===== src/inc/agu_pkg.sv =====
// constants and types shared by the operand address generator
package agu_pkg;

   // ---------------------------------------------------------------
   // register offsets (byte addresses)
   // ---------------------------------------------------------------
   localparam logic [7:0] CTRL_OFF = 8'h00;
   localparam logic [7:0] X_START_OFF = 8'h04;
   localparam logic [7:0] X_END_OFF = 8'h08;
   localparam logic [7:0] Y_START_OFF = 8'h0c;
   localparam logic [7:0] Y_END_OFF = 8'h10;
   localparam logic [7:0] REV_CTRL_OFF = 8'h14;
   localparam logic [7:0] LAST_EA_OFF = 8'h18;

   // ---------------------------------------------------------------
   // field positions and reset values
   // ---------------------------------------------------------------
   localparam int X_SEL_LSB = 0;
   localparam int Y_SEL_LSB = 4;
   localparam int REV_SEL_LSB = 8;
   localparam int SEL_W = 4;
   localparam int X_EN_BIT = 15;
   localparam int Y_EN_BIT = 14;
   localparam int REV_EN_BIT = 15;
   localparam int REV_MOD_MSB = 14;
   localparam logic [3:0] SEL_NONE = 4'hf;
   localparam logic [15:0] CTRL_RST = 16'h0fff;
   localparam logic [15:0] REV_CTRL_RST = 16'h0000;
   localparam logic [15:0] BUF_ADDR_RST = 16'h0000;

   // ---------------------------------------------------------------
   // pointer registers and steps of the multiply-accumulate class, and the interrupt-disable literal width
   // ---------------------------------------------------------------
   localparam logic [3:0] MAC_X_LO = 4'h8;
   localparam logic [3:0] MAC_X_IDX = 4'h9;
   localparam logic [3:0] MAC_Y_LO = 4'ha;
   localparam logic [3:0] MAC_Y_IDX = 4'hb;
   localparam logic [15:0] MAC_STEP_2 = 16'h0002;
   localparam logic [15:0] MAC_STEP_4 = 16'h0004;
   localparam logic [15:0] MAC_STEP_6 = 16'h0006;
   localparam logic [15:0] MAC_STEP_M2 = 16'hfffe;
   localparam logic [15:0] MAC_STEP_M4 = 16'hfffc;
   localparam logic [15:0] MAC_STEP_M6 = 16'hfffa;
   localparam int INTERRUPT_DISABLE_INSTRUCTION_LIT_W = 14;

   // ---------------------------------------------------------------
   // bus answers
   // ---------------------------------------------------------------
   localparam logic [1:0] RESP_OKAY = 2'b00;
   localparam logic [1:0] RESP_SLVERR = 2'b10;

   // ---------------------------------------------------------------
   // request encodings
   // ---------------------------------------------------------------
   typedef enum logic [2:0] {
      MODE_IND = 3'd0,
      MODE_POST = 3'd1,
      MODE_PRE = 3'd2,
      MODE_REG_OFS = 3'd3,
      MODE_LIT_OFS = 3'd4
   } mode_t;
   typedef enum logic [1:0] {
      CLS_MCU = 2'd0,
      CLS_MOVE_ACC = 2'd1,
      CLS_MAC = 2'd2,
      CLS_OTHER = 2'd3
   } class_t;
   typedef enum logic [1:0] {
      UNIT_X_READ = 2'd0,
      UNIT_X_WRITE = 2'd1,
      UNIT_Y = 2'd2
   } unit_t;

endpackage


===== src/verilog/operand_address_generator.sv =====
// effective address generation with circular and bit-reversed modes
`timescale 1ns/1ps
module operand_address_generator #(
   parameter int ADDR_W = 8,
   parameter int W = 16
) (
   input wire logic aclk,
   input wire logic aresetn,
   input wire logic [ADDR_W-1:0] awaddr,
   input wire logic awvalid,
   output logic awready,
   input wire logic [31:0] wdata,
   input wire logic [3:0] wstrb,
   input wire logic wvalid,
   output logic wready,
   output logic [1:0] bresp,
   output logic bvalid,
   input wire logic bready,
   input wire logic [ADDR_W-1:0] araddr,
   input wire logic arvalid,
   output logic arready,
   output logic [31:0] rdata,
   output logic [1:0] rresp,
   output logic rvalid,
   input wire logic rready,
   input wire logic req_valid,
   input wire agu_pkg::class_t req_class,
   input wire agu_pkg::unit_t req_unit,
   input wire agu_pkg::mode_t req_mode,
   input wire logic [3:0] req_reg,
   input wire logic [W-1:0] req_ptr,
   input wire logic [W-1:0] req_index,
   input wire logic [W-1:0] req_mod,
   input wire logic req_byte,
   input wire logic req_interrupt_disable_instruction,
   input wire logic [W-1:0] req_lit,
   output logic ea_valid,
   output logic [W-1:0] ea,
   output agu_pkg::unit_t ea_unit,
   output logic ea_error,
   output logic wb_en,
   output logic [3:0] wb_reg,
   output logic [W-1:0] wb_value,
   output logic lit_valid,
   output logic [W-1:0] lit_value
);

   // ---------------------------------------------------------------
   // registers and internal signals
   // ---------------------------------------------------------------
   logic [W-1:0] ctrl_r;
   logic [W-1:0] x_start_r;
   logic [W-1:0] x_end_r;
   logic [W-1:0] y_start_r;
   logic [W-1:0] y_end_r;
   logic [W-1:0] rev_ctrl_r;
   logic [W-1:0] last_ea_r;
   logic awready_r;
   logic wready_r;
   logic bvalid_r;
   logic [1:0] bresp_r;
   logic arready_r;
   logic rvalid_r;
   logic [1:0] rresp_r;
   logic [31:0] rdata_r;
   logic ea_valid_r;
   logic [W-1:0] ea_r;
   agu_pkg::unit_t ea_unit_r;
   logic ea_error_r;
   logic wb_en_r;
   logic [3:0] wb_reg_r;
   logic [W-1:0] wb_value_r;
   logic lit_valid_r;
   logic [W-1:0] lit_value_r;

   logic aw_go;
   logic ar_go;
   logic wr_fire;
   logic wr_hit;
   logic [W-1:0] wr_merged;
   logic [3:0] x_sel;
   logic [3:0] y_sel;
   logic [3:0] rev_sel;
   logic x_mod_on;
   logic y_mod_on;
   logic rev_on;
   logic mod_en;
   logic mac_step_ok;
   agu_pkg::unit_t unit_c;
   logic err_c;
   logic [W-1:0] sum_c;
   logic [W-1:0] corr_c;
   logic [W-1:0] rev_new_c;
   logic [W-1:0] rev_step_c;
   logic [W-1:0] ea_c;
   logic [W-1:0] new_ptr_c;
   logic wb_c;
   logic [W-1:0] sel_start;
   logic [W-1:0] sel_end;

   function automatic logic [W-1:0] bit_rev(input logic [W-1:0] v);
      logic [W-1:0] r;
      r = '0;
      for (int i = 0; i < W; i++) begin
         r[i] = v[W-1-i];
      end
      return r;
   endfunction

   // ---------------------------------------------------------------
   // register bus: write channel
   // ---------------------------------------------------------------
   // address and data are taken together, one write in flight
   assign aw_go = awvalid && wvalid && !awready_r && !bvalid_r;
   assign wr_fire = awready_r;

   always_comb begin
      wr_hit = 1'b1;
      case (awaddr)
         agu_pkg::CTRL_OFF: wr_merged = ctrl_r;
         agu_pkg::X_START_OFF: wr_merged = x_start_r;
         agu_pkg::X_END_OFF: wr_merged = x_end_r;
         agu_pkg::Y_START_OFF: wr_merged = y_start_r;
         agu_pkg::Y_END_OFF: wr_merged = y_end_r;
         agu_pkg::REV_CTRL_OFF: wr_merged = rev_ctrl_r;
         agu_pkg::LAST_EA_OFF: wr_merged = last_ea_r;
         default: begin
            wr_merged = '0;
            wr_hit = 1'b0;
         end
      endcase
      if (wstrb[0]) begin
         wr_merged[7:0] = wdata[7:0];
      end
      if (wstrb[1]) begin
         wr_merged[15:8] = wdata[15:8];
      end
   end

   always_ff @(posedge aclk) begin
      if (!aresetn) begin
         awready_r <= 1'b0;
         wready_r <= 1'b0;
      end else begin
         awready_r <= aw_go;
         wready_r <= aw_go;
      end
   end

   always_ff @(posedge aclk) begin
      if (!aresetn) begin
         bvalid_r <= 1'b0;
         bresp_r <= agu_pkg::RESP_OKAY;
      end else if (wr_fire) begin
         bvalid_r <= 1'b1;
         bresp_r <= wr_hit ? agu_pkg::RESP_OKAY : agu_pkg::RESP_SLVERR;
      end else if (bready) begin
         bvalid_r <= 1'b0;
      end
   end

   // buffer bounds and control, 16 bits in the low lanes
   always_ff @(posedge aclk) begin
      if (!aresetn) begin
         ctrl_r <= agu_pkg::CTRL_RST;
         x_start_r <= agu_pkg::BUF_ADDR_RST;
         x_end_r <= agu_pkg::BUF_ADDR_RST;
         y_start_r <= agu_pkg::BUF_ADDR_RST;
         y_end_r <= agu_pkg::BUF_ADDR_RST;
         rev_ctrl_r <= agu_pkg::REV_CTRL_RST;
      end else if (wr_fire) begin
         case (awaddr)
            agu_pkg::CTRL_OFF: ctrl_r <= wr_merged;
            agu_pkg::X_START_OFF: x_start_r <= wr_merged;
            agu_pkg::X_END_OFF: x_end_r <= wr_merged;
            agu_pkg::Y_START_OFF: y_start_r <= wr_merged;
            agu_pkg::Y_END_OFF: y_end_r <= wr_merged;
            agu_pkg::REV_CTRL_OFF: rev_ctrl_r <= wr_merged;
            default: ;
         endcase
      end
   end

   // ---------------------------------------------------------------
   // register bus: read channel
   // ---------------------------------------------------------------
   assign ar_go = arvalid && !arready_r && !rvalid_r;

   always_ff @(posedge aclk) begin
      if (!aresetn) begin
         arready_r <= 1'b0;
      end else begin
         arready_r <= ar_go;
      end
   end

   always_ff @(posedge aclk) begin
      if (!aresetn) begin
         rvalid_r <= 1'b0;
         rresp_r <= agu_pkg::RESP_OKAY;
         rdata_r <= '0;
      end else if (arready_r) begin
         rvalid_r <= 1'b1;
         rresp_r <= agu_pkg::RESP_OKAY;
         case (araddr)
            agu_pkg::CTRL_OFF: rdata_r <= {16'h0000, ctrl_r};
            agu_pkg::X_START_OFF: rdata_r <= {16'h0000, x_start_r};
            agu_pkg::X_END_OFF: rdata_r <= {16'h0000, x_end_r};
            agu_pkg::Y_START_OFF: rdata_r <= {16'h0000, y_start_r};
            agu_pkg::Y_END_OFF: rdata_r <= {16'h0000, y_end_r};
            agu_pkg::REV_CTRL_OFF: rdata_r <= {16'h0000, rev_ctrl_r};
            agu_pkg::LAST_EA_OFF: rdata_r <= {16'h0000, last_ea_r};
            default: begin
               rdata_r <= '0;
               rresp_r <= agu_pkg::RESP_SLVERR;
            end
         endcase
      end else if (rready) begin
         rvalid_r <= 1'b0;
      end
   end

   // ---------------------------------------------------------------
   // mode enables
   // ---------------------------------------------------------------
   assign x_sel = ctrl_r[agu_pkg::X_SEL_LSB +: agu_pkg::SEL_W];
   assign y_sel = ctrl_r[agu_pkg::Y_SEL_LSB +: agu_pkg::SEL_W];
   assign rev_sel = ctrl_r[agu_pkg::REV_SEL_LSB +: agu_pkg::SEL_W];
   // select 15 switches modulo off for the space
   assign x_mod_on = ctrl_r[agu_pkg::X_EN_BIT] && (x_sel != agu_pkg::SEL_NONE);
   assign y_mod_on = ctrl_r[agu_pkg::Y_EN_BIT] && (y_sel != agu_pkg::SEL_NONE);

   // word writes through X write unit, pre/post increment only
   assign rev_on = rev_ctrl_r[agu_pkg::REV_EN_BIT]
      && (rev_sel != agu_pkg::SEL_NONE) && (req_reg == rev_sel)
      && (unit_c == agu_pkg::UNIT_X_WRITE) && !req_byte && !req_mod[W-1]
      && (req_mode == agu_pkg::MODE_PRE || req_mode == agu_pkg::MODE_POST);

   // one buffer per space, X covering the X write unit too
   always_comb begin
      if (unit_c == agu_pkg::UNIT_Y) begin
         mod_en = y_mod_on && (req_reg == y_sel);
         sel_start = y_start_r;
         sel_end = y_end_r;
      end else begin
         // bit-reverse wins in X write, X read keeps modulo
         mod_en = x_mod_on && (req_reg == x_sel) && !rev_on;
         sel_start = x_start_r;
         sel_end = x_end_r;
      end
   end

   // ---------------------------------------------------------------
   // request checking and routing
   // ---------------------------------------------------------------
   assign mac_step_ok = (req_mod == agu_pkg::MAC_STEP_2)
      || (req_mod == agu_pkg::MAC_STEP_4) || (req_mod == agu_pkg::MAC_STEP_6)
      || (req_mod == agu_pkg::MAC_STEP_M2)
      || (req_mod == agu_pkg::MAC_STEP_M4)
      || (req_mod == agu_pkg::MAC_STEP_M6);

   always_comb begin
      unit_c = req_unit;
      err_c = 1'b0;
      if (req_class == agu_pkg::CLS_MAC) begin
         if (req_reg == agu_pkg::MAC_X_LO || req_reg == agu_pkg::MAC_X_IDX) begin
            unit_c = agu_pkg::UNIT_X_READ;
         end else begin
            unit_c = agu_pkg::UNIT_Y;
         end
         if (req_reg < agu_pkg::MAC_X_LO || req_reg > agu_pkg::MAC_Y_IDX) begin
            err_c = 1'b1;
         end
         case (req_mode)
            agu_pkg::MODE_IND: ;
            agu_pkg::MODE_POST: begin
               err_c = err_c || !mac_step_ok;
            end
            agu_pkg::MODE_REG_OFS: begin
               if (req_reg != agu_pkg::MAC_X_IDX
                  && req_reg != agu_pkg::MAC_Y_IDX) begin
                  err_c = 1'b1;
               end
            end
            default: err_c = 1'b1;
         endcase
      end else if (req_class == agu_pkg::CLS_MCU
         && req_mode == agu_pkg::MODE_REG_OFS) begin
         err_c = 1'b1;
      end
   end

   // ---------------------------------------------------------------
   // address arithmetic
   // ---------------------------------------------------------------
   always_comb begin
      case (req_mode)
         agu_pkg::MODE_POST: sum_c = req_ptr + req_mod;
         agu_pkg::MODE_PRE: sum_c = req_ptr + req_mod;
         // single shared index value, whichever operand uses it
         agu_pkg::MODE_REG_OFS: sum_c = req_ptr + req_index;
         agu_pkg::MODE_LIT_OFS: sum_c = req_ptr + req_mod;
         default: sum_c = req_ptr;
      endcase
   end

   modulo_corrector #(
      .W(W)
   ) u_corrector (
      .addr(sum_c),
      .start_addr(sel_start),
      .end_addr(sel_end),
      .enable(mod_en),
      .word_only(mod_en && (unit_c == agu_pkg::UNIT_Y)),
      .result(corr_c)
   );

   // reverse-carry add: pointer and word-scaled modifier are both reversed
   assign rev_step_c = {rev_ctrl_r[agu_pkg::REV_MOD_MSB:0], 1'b0};
   assign rev_new_c = bit_rev(bit_rev(req_ptr) + bit_rev(rev_step_c));

   always_comb begin
      new_ptr_c = rev_on ? {rev_new_c[W-1:1], 1'b0} : corr_c;
      case (req_mode)
         agu_pkg::MODE_POST: begin
            ea_c = rev_on ? {req_ptr[W-1:1], 1'b0} : req_ptr;
            wb_c = 1'b1;
         end
         agu_pkg::MODE_PRE: begin
            ea_c = new_ptr_c;
            wb_c = 1'b1;
         end
         agu_pkg::MODE_IND: begin
            ea_c = corr_c;
            wb_c = 1'b0;
         end
         default: begin
            // offset forms correct the address, pointer left alone
            ea_c = corr_c;
            wb_c = 1'b0;
         end
      endcase
   end

   // ---------------------------------------------------------------
   // result registers
   // ---------------------------------------------------------------
   always_ff @(posedge aclk) begin
      if (!aresetn) begin
         ea_valid_r <= 1'b0;
         ea_error_r <= 1'b0;
         wb_en_r <= 1'b0;
         ea_r <= '0;
         ea_unit_r <= agu_pkg::UNIT_X_READ;
         wb_reg_r <= '0;
         wb_value_r <= '0;
      end else begin
         ea_valid_r <= 1'b0;
         ea_error_r <= 1'b0;
         wb_en_r <= 1'b0;
         if (req_valid && req_class != agu_pkg::CLS_OTHER) begin
            ea_valid_r <= !err_c;
            ea_error_r <= err_c;
            wb_en_r <= wb_c && !err_c;
            ea_r <= ea_c;
            ea_unit_r <= unit_c;
            wb_reg_r <= req_reg;
            wb_value_r <= new_ptr_c;
         end
      end
   end

   always_ff @(posedge aclk) begin
      if (!aresetn) begin
         last_ea_r <= '0;
      end else if (req_valid && req_class != agu_pkg::CLS_OTHER && !err_c) begin
         last_ea_r <= ea_c;
      end
   end

   // jump displacement passes signed; interrupt-disable count zero-filled
   always_ff @(posedge aclk) begin
      if (!aresetn) begin
         lit_valid_r <= 1'b0;
         lit_value_r <= '0;
      end else begin
         lit_valid_r <= req_valid && (req_class == agu_pkg::CLS_OTHER);
         if (req_valid && req_class == agu_pkg::CLS_OTHER) begin
            lit_value_r <= req_interrupt_disable_instruction
               ? {{(W-agu_pkg::INTERRUPT_DISABLE_INSTRUCTION_LIT_W){1'b0}},
                  req_lit[agu_pkg::INTERRUPT_DISABLE_INSTRUCTION_LIT_W-1:0]}
               : req_lit;
         end
      end
   end

   // ---------------------------------------------------------------
   // outputs
   // ---------------------------------------------------------------
   assign awready = awready_r;
   assign wready = wready_r;
   assign bvalid = bvalid_r;
   assign bresp = bresp_r;
   assign arready = arready_r;
   assign rvalid = rvalid_r;
   assign rresp = rresp_r;
   assign rdata = rdata_r;
   assign ea_valid = ea_valid_r;
   assign ea = ea_r;
   assign ea_unit = ea_unit_r;
   assign ea_error = ea_error_r;
   assign wb_en = wb_en_r;
   assign wb_reg = wb_reg_r;
   assign wb_value = wb_value_r;
   assign lit_valid = lit_valid_r;
   assign lit_value = lit_value_r;

endmodule // operand_address_generator


===== src/verilog/modulo_corrector.sv =====
// circular buffer boundary correction of one address
`timescale 1ns/1ps
module modulo_corrector #(
   parameter int W = 16
) (
   input wire logic [W-1:0] addr,
   input wire logic [W-1:0] start_addr,
   input wire logic [W-1:0] end_addr,
   input wire logic enable,
   input wire logic word_only,
   output logic [W-1:0] result
);

   localparam logic [W-1:0] ONE = {{(W-1){1'b0}}, 1'b1};

   // length comes only from start and end, up to the full 16-bit span
   always_comb begin
      result = addr;
      if (enable) begin
         // compare, not equality, so large steps still wrap
         if (addr > end_addr) begin
            result = start_addr + (addr - end_addr - ONE);
         end else if (addr < start_addr) begin
            result = end_addr - (start_addr - addr - ONE);
         end
      end
      if (word_only) begin
         result[0] = 1'b0;
      end
   end

endmodule // modulo_corrector


===== config.mk =====
export PLATFORM = sky130hd
export DESIGN_NAME = operand_address_generator
export DESIGN_NICKNAME = d
export VERILOG_FILES = /design/src/inc/agu_pkg.sv /design/src/verilog/operand_address_generator.sv /design/src/verilog/modulo_corrector.sv
export SDC_FILE = /design/constraint.sdc
export NUM_CORES = 1
export LEC_CHECK = 0
export BUFFER_PORTS_ARGS = -buffer_cell sky130_fd_sc_hd__buf_2
export CORE_MARGIN = 5
export CORE_UTILIZATION = 25
export CTS_CLUSTER_DIAMETER = 120
export DETAILED_ROUTE_END_ITERATION = 8
export PLACE_DENSITY = 0.47
export SLEW_MARGIN = 20
export SYNTH_ARGS = -nofsm -noshare
export SYNTH_HDL_FRONTEND = slang
export SYNTH_SLANG_ARGS = --single-unit

===== constraint.sdc =====
create_clock -name aclk -period 7.1 [get_ports aclk]
set_input_delay 0.71 -clock aclk [delete_from_list [all_inputs] [get_ports aclk]]
set_output_delay 0.71 -clock aclk [all_outputs]
set_load 0.01 [all_outputs]

==> results.ini <==
[power_and_ir_drop]
p_sw_frac = 0.377
p_seq_frac = 0.314
p_switching_mw = 1.37
irDropWorstVdd_v = 0.000162
power.internal_mw = 2.26
p_leak_nw = 7.58
p_per_area_nw_per_um2 = 209
pwr-share-comb = 0.406
clkPwrFrac = 0.280

[route]
post_drt_wl_per_cell_um = 22.6
viasPerCell = 5.20
routed_wl_um = 63500
vias = 14600
drc_errors = 0
drtAntennaViolNets = 0
dr.pass1.iters = 6
drtIter0Drc = 1256

[logic_synthesis]
synth_area_um2 = 14600
seq_area_frac_synth = 0.263
ys_ff_latch = 192
synth_cell_types = 85
synth_edf_count = 0
ys_async_sr_fraction = 0
syn_area_per_cell_um2 = 7.98
yosys_warnings = 0
synth_top_cell_area_share = 0.263
synth_common_cells = nand2_1 (221), dfxtp_1 (192), o21ai_0 (176)
syn_inst = 1833
synth_area_leader_cell = dfxtp_1
synth_most_common_cell = nand2_1
yosys-top-cells-area = dfxtp_1 (26%), ha_1 (8.0%), mux2i_1 (7.7%)
synth_ff_type = dfxtp_1

[cts]
path_clk_slew_ns = 0.07
postCtsSetupBuffers = 0
clk_latency_ns = 0.45
htreeDepth = 4
cts_tree = done
root_buffer = clkbuf_16
clock_path_buffers = 2
cts_made_buffers = 17
cts_sinks = 192

[global_routing]
grt_max_degree = 84
grt_overflow_total = 0
grt_use_total = 0.191
grt_pass1_wl_um = 92000
grt_pass1_vias = 14100
antenna_found_initial = 2

[timing]
period_minus_slack_ns = 6.68
hold_viol = 0
clock.fmax_mhz = 150
finClkSkew_ns = 0.0151
rsz0062_at_grt = no
setup_viol = 0
slew_viol_final = 0
maxSlewHeadroom = 0.223
worst_slew_pin_slew_ns = 1.17
finalCritPeriodShare = 0.940

[place]
dpl.cell_count = 2776
port_buffers = 199
gp_congestion = 0.945
post-dp-hpwl_um = 49700

[layout]
fin_cells = 2807
postLayoutCoreUtil = 0.301
fillerInstances = 6224
finalNetCount = 2293
syn_to_final_growth_pct = 18.8
drive_above_1_share = 0.173

[setup_path]
r2r_start = y_end_r[2]
critPathLaunchType = input port
regToRegSetupSlack_ns = 2.38
path_max_fanout = 12
setup.worst_path.class = in -> reg
worstPathRequired_ns = 7.39
worst_r2r_endpoint = last_ea_r[8]
cp-endpoint = last_ea_r[8]
crit_start = req_mode[0]
r2r_cells = 14
endpoint_kind = register
arrival_ns = 6.97

[floorplanning]
die-area_um2 = 63500
rows = 88
start_util = 0.253
design.core.area_um2 = 57800
chipHeight_um = 252
num_io_pins = 236
die_x_um = 252

[run]
maxCapViolCount = 0

[status]
outcome = completed

[hold_path]
hp-class = reg -> reg

[placed cells by master, fill, tap and decap left out, types with 16 or more instances in the layout]
master     synthesis  final
fa_1              33     33
o22ai_1           20     20
and2_1            67     67
mux2_2            19     19
buf_4             21     82
xnor2_1           39     38
a21oi_1          124    124
nor2_1           105    105
mux2i_1          112    112
nor3_1            19     18
o21ai_0          176    175
a211oi_1          29     29
conb_1             1     18
dfxtp_1          192    192
a22oi_1           54     54
a21o_1            20     20
nand3_1           50     50
clkbuf_16          0     17
a31oi_1           20     20
o211ai_1          29     29
buf_2             11    199
inv_1             70     70
xor2_1            16     16
ha_1              93     93
nand2_1          221    219
[metrics by stage]
| stage | area, um^2 | setup slack, ns | power (mW) | setup TNS [ns] | hold WS, ns |
|---|---|---|---|---|---|
| final | 17400 | 0.423 | 3.63 | 0 | 0.448 |
| after global routing | 17400 | 0.0339 | 3.83 | 0 | 0.473 |
| after CTS | 17400 | 0.348 | 3.63 | 0 | 0.451 |
| after detailed placement | 16800 | -0.125 | 2.61 | -0.302 | 0.441 |
| after global placement | 16800 | -0.0903 | 2.60 | -0.216 | 0.428 |
| after floorplan | 14700 | 0.0814 | 2.06 | 0 | 0.432 |
[worst min path at each step]
stage | from | to | cells past startpoint
5_1_grt | rvalid | arready | 1
6_report | lit_value[14] | lit_value[14] | 2
3_5_place_dp | lit_value[14] | lit_value[14] | 2
2_1_floorplan | last_ea_r[9] | last_ea_r[9] | 2
3_3_place_gp | rvalid | arready | 1
4_1_cts | lit_value[14] | lit_value[14] | 2
[power by group through the flow]
| stage | logic, mW | clock network (mW) | registers, mW |
|---|---|---|---|
| after global routing | 1.61 | 1.08 | 1.14 |
| after floorplan | 0.903 | 0 | 1.16 |
| after global placement | 1.44 | 0 | 1.16 |
| after CTS | 1.46 | 1.03 | 1.14 |
| final | 1.47 | 1.01 | 1.14 |
| after detailed placement | 1.45 | 0 | 1.16 |
[area by class of cell]
type,count,area (um^2),area share
clock inverters,12,159,0.00914
inverters,71,267,0.0153
multi-input cells,1466,10100,0.580
flip-flops and latches,192,3840,0.221
repair buffers,282,1630,0.0939
well taps,765,957,0.0551
clock buffers,18,439,0.0253
diodes,1,2.50,0.000144
[per-layer routing]
layer,track usage,share of wire,up-vias
li1,-,-,7000
met5,0,0,-
met2,0.309,0.46,515
met4,0.0603,0.033,0
met1,0.254,0.43,6987
met3,0.0417,0.075,97
[cell families (layout without fill, tap and decap cells)]
family | count (synthesis) | in the layout | synth area share
fa+ha+maj | 126 | 126 | 0.125
simple gates | 564 | 564 | 0.184
buf+inv | 192 | 383 | 0.0561
flops | 192 | 192 | 0.263
compound gates | 571 | 571 | 0.247
other cells | 1 | 19 | 0.000256
mux | 132 | 132 | 0.0922
xor+xnor | 55 | 55 | 0.0329
[worst max-delay path, cell delays in order]
cell and delay [ns]:
buf_2 0.12, or3b_1 0.43, o21ai_4 0.20, buf_4 0.24, mux2_2 0.36, ha_1 0.36, and2_1 0.18, and3_1 0.16
o2111ai_1 0.17, a211o_1 0.34, a31oi_1 0.21, xor2_1 0.10, buf_4 0.17, ha_1 0.33, nand4_1 0.15, a2111oi_0 0.57
o211ai_1 0.25, nand3_1 0.34, a221oi_1 0.12, o21ai_0 0.23, buf_4 0.17, a31oi_1 0.10, a221oi_1 0.68, buf_4 0.22
a21oi_1 0.05
[what timing repair did]
item | CTS | global route
hold buffers | 0 | 0
setup endpoints to repair | 0 | 5
gates resized for setup | 0 | 3
Note: power is estimated with default switching activity, not from simulation.
